File: config.mk
export PLATFORM = sky130hd
export DESIGN_NAME = vps_bank
export DESIGN_NICKNAME = d
export VERILOG_FILES = /design/src/vps_bank.v
export VERILOG_INCLUDE_DIRS = /design/src /design/src/src
export SDC_FILE = /design/constraint.sdc
export NUM_CORES = 1
export LEC_CHECK = 0
export BUFFER_PORTS_ARGS = -buffer_cell sky130_fd_sc_hd__buf_2
export CAP_MARGIN = 20
export CORE_MARGIN = 4
export CORE_UTILIZATION = 55
export CTS_CLUSTER_SIZE = 25
export DETAILED_ROUTE_END_ITERATION = 12
export PLACE_DENSITY = 0.92
export SLEW_MARGIN = 20
export SYNTH_ARGS = -nofsm -noshare
export SYNTH_HDL_FRONTEND = slang
export SYNTH_SLANG_ARGS = --single-unit
File: constraint.sdc
create_clock -name I_CORE_CLK -period 21.2 [get_ports I_CORE_CLK]
set_input_delay 3.18 -clock I_CORE_CLK [delete_from_list [all_inputs] [get_ports I_CORE_CLK]]
set_output_delay 3.18 -clock I_CORE_CLK [all_outputs]
set_load 0.05 [all_outputs]
File: src/vps_defs.vh
// constants for the voltage protection and operation status register bank
`ifndef VPS_DEFS_VH
`define VPS_DEFS_VH
// command codes
`define VPS_CMD_NOP 4'h0
`define VPS_CMD_NEG_PROT_SET 4'h1
`define VPS_CMD_POS_PROT_SET 4'h2
`define VPS_CMD_CEIL_BOTH_SET 4'h3
`define VPS_CMD_CEIL_NEG_SET 4'h4
`define VPS_CMD_CEIL_POS_SET 4'h5
`define VPS_CMD_TRIG_VOLT_SET 4'h6
`define VPS_CMD_TRIGGER 4'h7
`define VPS_CMD_SAVE 4'h8
`define VPS_CMD_STAT_PRESET 4'h9
`define VPS_CMD_OPER_MASK_SET 4'hA
// query codes
`define VPS_QRY_NEG_PROT 4'h1
`define VPS_QRY_POS_PROT 4'h2
`define VPS_QRY_CEIL_BOTH 4'h3
`define VPS_QRY_CEIL_NEG 4'h4
`define VPS_QRY_CEIL_POS 4'h5
`define VPS_QRY_TRIG_VOLT 4'h6
`define VPS_QRY_OPER_COND 4'h7
`define VPS_QRY_OPER_MASK 4'h8
`define VPS_QRY_OPER_EVENT 4'h9
// status bit positions
`define VPS_BIT_SETTLING 1
`define VPS_BIT_TRIG_WAIT 5
`define VPS_BIT_PULSE_ARMED 6
`define VPS_BIT_SUMMARY 7
`define VPS_BIT_CONST_VOLT 8
`define VPS_BIT_PULSE_DONE 9
`define VPS_BIT_CONST_CURR 10
`define VPS_BIT_SAMPLE_DONE 11
`define VPS_BIT_SEQ_DONE 12
`define VPS_BIT_SEQ_RUN 14
`define VPS_OPER_USED_MASK 16'h5F62
// preset values and range error code
`define VPS_PRESET_OPER_MASK 16'h2001
`define VPS_PRESET_QUES_MASK 16'h00FF
`define VPS_ERR_OUT_OF_RANGE 16'hFF22
`endif

File: src/vps_bank.v
// voltage protection limits, triggered setpoint and operation status group
// What this block does
// - host sets negative protection limit, stored
// - host sets positive protection limit, stored
// - negative limit query returns stored value
// - positive limit query returns stored value
// - combined ceiling loads both ceilings, save persists
// - combined ceiling query: positive then negative
// - negative ceiling command sets negative ceiling
// - positive ceiling command sets positive ceiling
// - per side ceiling queries return stored ceiling
// - pending trigger voltage applied on trigger
// - over model maximum posts error -222
// - over user high limit stores limit
// - trigger voltage query returns pending value
// - condition register shows live state
// - constant current bit 10, voltage bit 8
// - remaining flags at their fixed bit positions
// - summary is OR of enabled event bits
// - enable mask writable and readable
// - event register latches until read
// - reading event register clears it
// - preset loads enable 8193, questionable 255
`timescale 1ns/100ps
`include "vps_defs.vh"
module vps_bank #(
	parameter VW = 16,
	parameter [VW-1:0] MODEL_MAX = 16'h03E8,
	parameter [VW-1:0] RATED_PLUS1 = 16'h03F2
)(
	input wire I_CORE_CLK,
	input wire I_RST,
	input wire i_cmd_valid,
	input wire [3:0] i_cmd_code,
	input wire [VW-1:0] i_cmd_value,
	input wire i_qry_valid,
	input wire [3:0] i_qry_code,
	input wire [VW-1:0] i_user_high_voltage_limit,
	input wire [VW-1:0] i_saved_neg_prot,
	input wire [VW-1:0] i_saved_pos_prot,
	input wire [VW-1:0] i_saved_neg_ceil,
	input wire [VW-1:0] i_saved_pos_ceil,
	input wire i_settling_flag,
	input wire i_trigger_wait_flag,
	input wire i_pulse_armed_flag,
	input wire i_const_voltage_flag,
	input wire i_pulse_done_flag,
	input wire i_const_current_flag,
	input wire i_sample_done_flag,
	input wire i_sequence_done_flag,
	input wire i_sequence_running_flag,
	output reg o_rsp_valid,
	output reg o_rsp_two,
	output reg [VW-1:0] o_rsp_data0,
	output reg [VW-1:0] o_rsp_data1,
	output reg [VW-1:0] o_setpoint,
	output reg [VW-1:0] o_neg_prot,
	output reg [VW-1:0] o_pos_prot,
	output reg o_save_pulse,
	output reg [VW-1:0] o_save_neg_ceil,
	output reg [VW-1:0] o_save_pos_ceil,
	output reg o_err_valid,
	output reg [15:0] o_err_code,
	output reg o_oper_summary,
	output reg [15:0] o_ques_mask
);

// ----------------------------------------
// state
// ----------------------------------------
reg [VW-1:0] neg_ceil_reg;
reg [VW-1:0] pos_ceil_reg;
reg [VW-1:0] pending_reg;
reg [15:0] oper_live_state_reg;
reg [15:0] oper_latched_events_reg;
reg [15:0] oper_summary_mask_reg;
reg [15:0] raw_cond;
reg capture_done_reg;
wire [15:0] rise;
wire [15:0] oper_latched_events_next;
wire [VW-1:0] ceil_val;
wire ev_read;
wire cmd_ok;
wire [VW-1:0] val_clamped;

// ----------------------------------------
// live condition map
// ----------------------------------------
always @*
begin
	raw_cond = 16'h0000;
	raw_cond[`VPS_BIT_SETTLING] = i_settling_flag;
	raw_cond[`VPS_BIT_TRIG_WAIT] = i_trigger_wait_flag;
	raw_cond[`VPS_BIT_PULSE_ARMED] = i_pulse_armed_flag;
	raw_cond[`VPS_BIT_CONST_VOLT] = i_const_voltage_flag;
	raw_cond[`VPS_BIT_PULSE_DONE] = i_pulse_done_flag;
	raw_cond[`VPS_BIT_CONST_CURR] = i_const_current_flag;
	raw_cond[`VPS_BIT_SAMPLE_DONE] = i_sample_done_flag;
	raw_cond[`VPS_BIT_SEQ_DONE] = i_sequence_done_flag;
	raw_cond[`VPS_BIT_SEQ_RUN] = i_sequence_running_flag;
end

// rise is judged against the registered copy, so an event lands one cycle
// after the flag rises, together with the condition bit
assign rise = raw_cond & ~oper_live_state_reg;
assign ev_read = i_qry_valid && (i_qry_code == `VPS_QRY_OPER_EVENT);
assign cmd_ok = i_cmd_valid;
// clamp to user high limit after the range check
assign val_clamped = (i_cmd_value > i_user_high_voltage_limit) ?
	i_user_high_voltage_limit : i_cmd_value;

// commanded ceilings never go past the rated value plus one percent
assign ceil_val = (i_cmd_value > RATED_PLUS1) ? RATED_PLUS1 : i_cmd_value;

// ----------------------------------------
// per bit event latch
// ----------------------------------------
// a rise on the read edge survives the clear, so no event is lost between
// two reads; the read itself returns the value from before the edge
genvar gb;
generate
	for (gb = 0; gb < 16; gb = gb + 1)
	begin : g_event_bit
		assign oper_latched_events_next[gb] = rise[gb] |
			(oper_latched_events_reg[gb] & ~ev_read);
	end
endgenerate

// ----------------------------------------
// live condition and event register
// ----------------------------------------
always @(posedge I_CORE_CLK or posedge I_RST)
begin
	if (I_RST)
	begin
		oper_live_state_reg <= 16'h0000;
		oper_latched_events_reg <= 16'h0000;
	end
	else
	begin
		oper_live_state_reg <= raw_cond;
		oper_latched_events_reg <= oper_latched_events_next;
	end
end

// ----------------------------------------
// enable mask and preset
// ----------------------------------------
// preset leaves the live and event registers alone; only the masks move
always @(posedge I_CORE_CLK or posedge I_RST)
begin
	if (I_RST)
	begin
		oper_summary_mask_reg <= 16'h0000;
		o_ques_mask <= 16'h0000;
	end
	else if (cmd_ok && i_cmd_code == `VPS_CMD_STAT_PRESET)
	begin
		oper_summary_mask_reg <= `VPS_PRESET_OPER_MASK;
		o_ques_mask <= `VPS_PRESET_QUES_MASK;
	end
	else if (cmd_ok && i_cmd_code == `VPS_CMD_OPER_MASK_SET)
		oper_summary_mask_reg <= i_cmd_value[15:0];
end

// ----------------------------------------
// operation summary
// ----------------------------------------
// built from the registered event and mask pair, so it trails an event by one cycle
always @(posedge I_CORE_CLK or posedge I_RST)
begin
	if (I_RST)
		o_oper_summary <= 1'b0;
	else
		o_oper_summary <= |(oper_latched_events_reg & oper_summary_mask_reg);
end

// ----------------------------------------
// limits and ceilings
// ----------------------------------------
// saved power-up values are caught on the first edge after release;
// a command on that edge is dropped by the limit and ceiling registers
always @(posedge I_CORE_CLK or posedge I_RST)
begin
	if (I_RST)
		capture_done_reg <= 1'b0;
	else
		capture_done_reg <= 1'b1;
end

always @(posedge I_CORE_CLK or posedge I_RST)
begin
	if (I_RST)
	begin
		o_neg_prot <= {VW{1'b0}};
		o_pos_prot <= {VW{1'b0}};
	end
	else if (!capture_done_reg)
	begin
		o_neg_prot <= i_saved_neg_prot;
		o_pos_prot <= i_saved_pos_prot;
	end
	else if (cmd_ok)
	begin
		if (i_cmd_code == `VPS_CMD_NEG_PROT_SET)
			o_neg_prot <= i_cmd_value;
		if (i_cmd_code == `VPS_CMD_POS_PROT_SET)
			o_pos_prot <= i_cmd_value;
	end
end

// limits are not held under the ceilings here; the host keeps them in range
always @(posedge I_CORE_CLK or posedge I_RST)
begin
	if (I_RST)
	begin
		neg_ceil_reg <= {VW{1'b0}};
		pos_ceil_reg <= {VW{1'b0}};
	end
	else if (!capture_done_reg)
	begin
		neg_ceil_reg <= i_saved_neg_ceil;
		pos_ceil_reg <= i_saved_pos_ceil;
	end
	else if (cmd_ok)
	begin
		if (i_cmd_code == `VPS_CMD_CEIL_BOTH_SET || i_cmd_code == `VPS_CMD_CEIL_NEG_SET)
			neg_ceil_reg <= ceil_val;
		if (i_cmd_code == `VPS_CMD_CEIL_BOTH_SET || i_cmd_code == `VPS_CMD_CEIL_POS_SET)
			pos_ceil_reg <= ceil_val;
	end
end

// ----------------------------------------
// pending setpoint and range error
// ----------------------------------------
always @(posedge I_CORE_CLK or posedge I_RST)
begin
	if (I_RST)
	begin
		pending_reg <= {VW{1'b0}};
		o_setpoint <= {VW{1'b0}};
		o_err_valid <= 1'b0;
		o_err_code <= 16'h0000;
	end
	else
	begin
		o_err_valid <= 1'b0;
		if (cmd_ok)
		begin
			case (i_cmd_code)
				`VPS_CMD_TRIG_VOLT_SET:
				begin
					// an over-range value is refused, not clamped
					if (i_cmd_value > MODEL_MAX)
					begin
						o_err_valid <= 1'b1;
						o_err_code <= `VPS_ERR_OUT_OF_RANGE;
					end
					else
						pending_reg <= val_clamped;
				end
				`VPS_CMD_TRIGGER:
					o_setpoint <= pending_reg;
				default:
					o_err_valid <= 1'b0;
			endcase
		end
	end
end

// ----------------------------------------
// save request
// ----------------------------------------
// the snapshot is taken from the ceilings as they stand before this edge
always @(posedge I_CORE_CLK or posedge I_RST)
begin
	if (I_RST)
	begin
		o_save_pulse <= 1'b0;
		o_save_neg_ceil <= {VW{1'b0}};
		o_save_pos_ceil <= {VW{1'b0}};
	end
	else
	begin
		o_save_pulse <= 1'b0;
		if (cmd_ok && i_cmd_code == `VPS_CMD_SAVE)
		begin
			o_save_pulse <= 1'b1;
			o_save_neg_ceil <= neg_ceil_reg;
			o_save_pos_ceil <= pos_ceil_reg;
		end
	end
end

// ----------------------------------------
// query answers, one cycle after the query
// ----------------------------------------
always @(posedge I_CORE_CLK or posedge I_RST)
begin
	if (I_RST)
	begin
		o_rsp_valid <= 1'b0;
		o_rsp_two <= 1'b0;
		o_rsp_data0 <= {VW{1'b0}};
		o_rsp_data1 <= {VW{1'b0}};
	end
	else
	begin
		// second value and pair flag stay zero unless the combined ceiling is asked
		o_rsp_valid <= i_qry_valid;
		o_rsp_two <= 1'b0;
		o_rsp_data1 <= {VW{1'b0}};
		if (i_qry_valid)
		begin
			case (i_qry_code)
				`VPS_QRY_NEG_PROT:
					o_rsp_data0 <= o_neg_prot;
				`VPS_QRY_POS_PROT:
					o_rsp_data0 <= o_pos_prot;
				`VPS_QRY_CEIL_BOTH:
				begin
					o_rsp_two <= 1'b1;
					o_rsp_data0 <= pos_ceil_reg;
					o_rsp_data1 <= neg_ceil_reg;
				end
				`VPS_QRY_CEIL_NEG:
					o_rsp_data0 <= neg_ceil_reg;
				`VPS_QRY_CEIL_POS:
					o_rsp_data0 <= pos_ceil_reg;
				`VPS_QRY_TRIG_VOLT:
					o_rsp_data0 <= pending_reg;
				`VPS_QRY_OPER_COND:
					o_rsp_data0 <= oper_live_state_reg[VW-1:0];
				`VPS_QRY_OPER_MASK:
					o_rsp_data0 <= oper_summary_mask_reg[VW-1:0];
				`VPS_QRY_OPER_EVENT:
					o_rsp_data0 <= oper_latched_events_reg[VW-1:0];
				default:
					o_rsp_data0 <= {VW{1'b0}};
			endcase
		end
	end
end

endmodule

==> metrics <==
Post-Syn Area=between 9000 and 10000 µm²; leakage=between 5 and 6 nW; vias=approximately 7900; Via density=around 6.1; max_cap viols=0; num rows=48; Routed WL=around 30000 µm; WHS Path Cells=1; WL per Instance=around 23 µm; status=complete, no violations; clk_skew=0.0117 ns; Fill cells=between 1000 and 1500; most common cell after layout, fill and taps aside=buf_2; CTS max path bufs=3; fin cells=1305; Layout area overhead=20.2%; DIE AREA=roughly 20000 µm²; Tot Pwr=about 1.1 mW; root buf cell=clkbuf_16; Worst setup SP type=input pin; CP Data Required Time=between 20 and 25 ns; worst setup path class=in2reg; max-slew violations=0; first-pass GRT wire length=about 46000 µm; storage element area=5230 µm²; grt total ovfl=0; post-synthesis sequential area ratio=between 50% and 60%; setup TNS=0 ns; ANT nets after route=0; area of the multi-input gates=3820 µm²; Cells after DPL=roughly 1300; Clock Latency Late Sink=around 0.50 ns; CTS HTree Levels=1; EDFF count, synth=0; initial core utilization=55.8%; Final period util=a little under a quarter; CP Capture Type=flip-flop; 1st-iter DRT viols=~900; Final min period=approximately 5.0 ns; post-cts hold buffer count=0; First-pass DRT Iterations=10; Die Width=roughly 140 µm; Post-CTS Setup Bufs=0; area of the core=between 15000 and 20000 µm²; largest net degree at the start of global routing=130; Synth Register Bits=~210; PortBufs=between 200 and 300; fmax=between 0.15 and 0.2 GHz; final hold violations=0; post-cts sizing count=0; ys flop type=dfrtp_1; Hold Path Class=reg2reg; Avg Cell Area, Syn=11.2 µm²; # IOs=around 270; worst vdd ir=about 0.000067 V; Slew HR=roughly 26%; Reg clk slew, reported paths=roughly 0.060 ns; vias in the first global route=7678; most frequent cells in the layout=buf_2, dfrtp_1, nand2_1; Slew @ Worst Pin=between 1 and 1.5 ns; hold slack=roughly 0.46 ns; Crit Path Max Fanout=10; Setup Viol. Count Final=0; CTS tree=done; fraction of layout cells with a size suffix above 1=around 33%; Reg2Reg Depth=5; antenna violations before repair=2; post-synthesis instance total=854; GPL Wtd Cong=approximately 0.97; post-synthesis async set-or-reset flop share=100%; die height=around 140 µm; HPWL after DPL=around 23000 µm; Final Net Count=1200; Yosys cell types=59; RSZ-0062 raised after global routing=no; # clock sinks=around 210; Total GRT Usage=between 20% and 30%; synth warn=0; fin util=about 67%; Num CTS Buffers=22; CP arrival=between 5 and 6 ns; DRC=0; PwrDens=96.3 nW/µm²
-- cell type report --
cell class / instances / share of cell area (%)
clock inverter: 3 / 0.402
inverter: 44 / 1.50
antenna: 2 / 0.0434
multi-input combinational: 531 / 33.2
tap: 225 / 2.44
clock buffer: 32 / 5.64
sequential: 209 / 45.4
timing repair buffer: 259 / 11.4
-- worst max-delay path, stage by stage --
cell and delay (ns):
buf_2 0.27, ha_1 0.30, a21oi_1 0.12, o21ai_0 0.08, a21o_1 0.18, o31ai_1 0.38
nor2b_1 0.65, a221o_1 0.26
-- report_power, final --
part           internal (mW)  switching (mW)  total [mW]  leakage (nW)
sequential             0.439          0.0392       0.478          2.61
combinational         0.0676           0.189       0.256          2.82
clock                  0.223           0.151       0.374         0.342
total                  0.730           0.379        1.11          5.77
-- cells in the mapped netlist, types with 9 or more instances --
cell type | count | area (µm²)
dfrtp_1 | 209 | 5230
nand2_1 | 54 | 203
mux2_2 | 49 | 552
nor2_1 | 48 | 180
inv_1 | 44 | 165
a21oi_1 | 42 | 210
o21ai_0 | 40 | 200
a22oi_1 | 38 | 285
mux2i_1 | 37 | 370
clkbuf_1 | 36 | 135
buf_4 | 31 | 233
o22ai_1 | 29 | 181
and2_1 | 23 | 144
a22o_1 | 22 | 193
a222oi_1 | 16 | 160
ha_1 | 16 | 200
buf_2 | 14 | 70.1
a221o_1 | 10 | 100
and2_0 | 10 | 62.6
o211a_1 | 9 | 90.1
-- logic make-up after synthesis --
group	share of synthesized area, %
other	0.0783
adder cells (fa/ha/maj)	2.09
XOR/XNOR	0.183
AO/OA/AOI/OAI	16.2
flip-flops	54.5
AND/OR/NAND/NOR	9.79
buffers and inverters	6.52
multiplexers	10.6
-- per-stage QoR --
| stage | cell area, µm² | setup slack [ns] |
|---|---|---|
| floorplan | 9640 | 12.31 |
| finish | 11500 | 16.20 |
| detailed placement | 10800 | 15.76 |
| global placement | 10800 | 15.78 |
| CTS | 11500 | 16.25 |
| global route | 11500 | 16.07 |
-- layer usage --
layer / vias to the layer above / track usage (%) / wire (µm)
met5: - / 0 / 0
met4: 0 / 11.3 / 1260
met3: 90 / 6.18 / 3540
met2: 559 / 45.8 / 13600
met1: 3820 / 42.7 / 12000
li1: 3464 / - / -
-- worst paths after layout --
kind	to	from	slack, ns
max reg2reg	pos_ceil_reg[0]	capture_done_reg	18.21
max in group asynchronous	oper_latched_events_reg[0]	I_RST	16.75
max	pending_reg[2]	i_cmd_value[5]	16.20
min in group asynchronous	o_save_neg_ceil[13]	I_RST	2.85
min reg2reg	oper_latched_events_reg[1]	oper_live_state_reg[1]	0.46
min	oper_latched_events_reg[1]	oper_live_state_reg[1]	0.46
(Power assumes the default switching activity.)
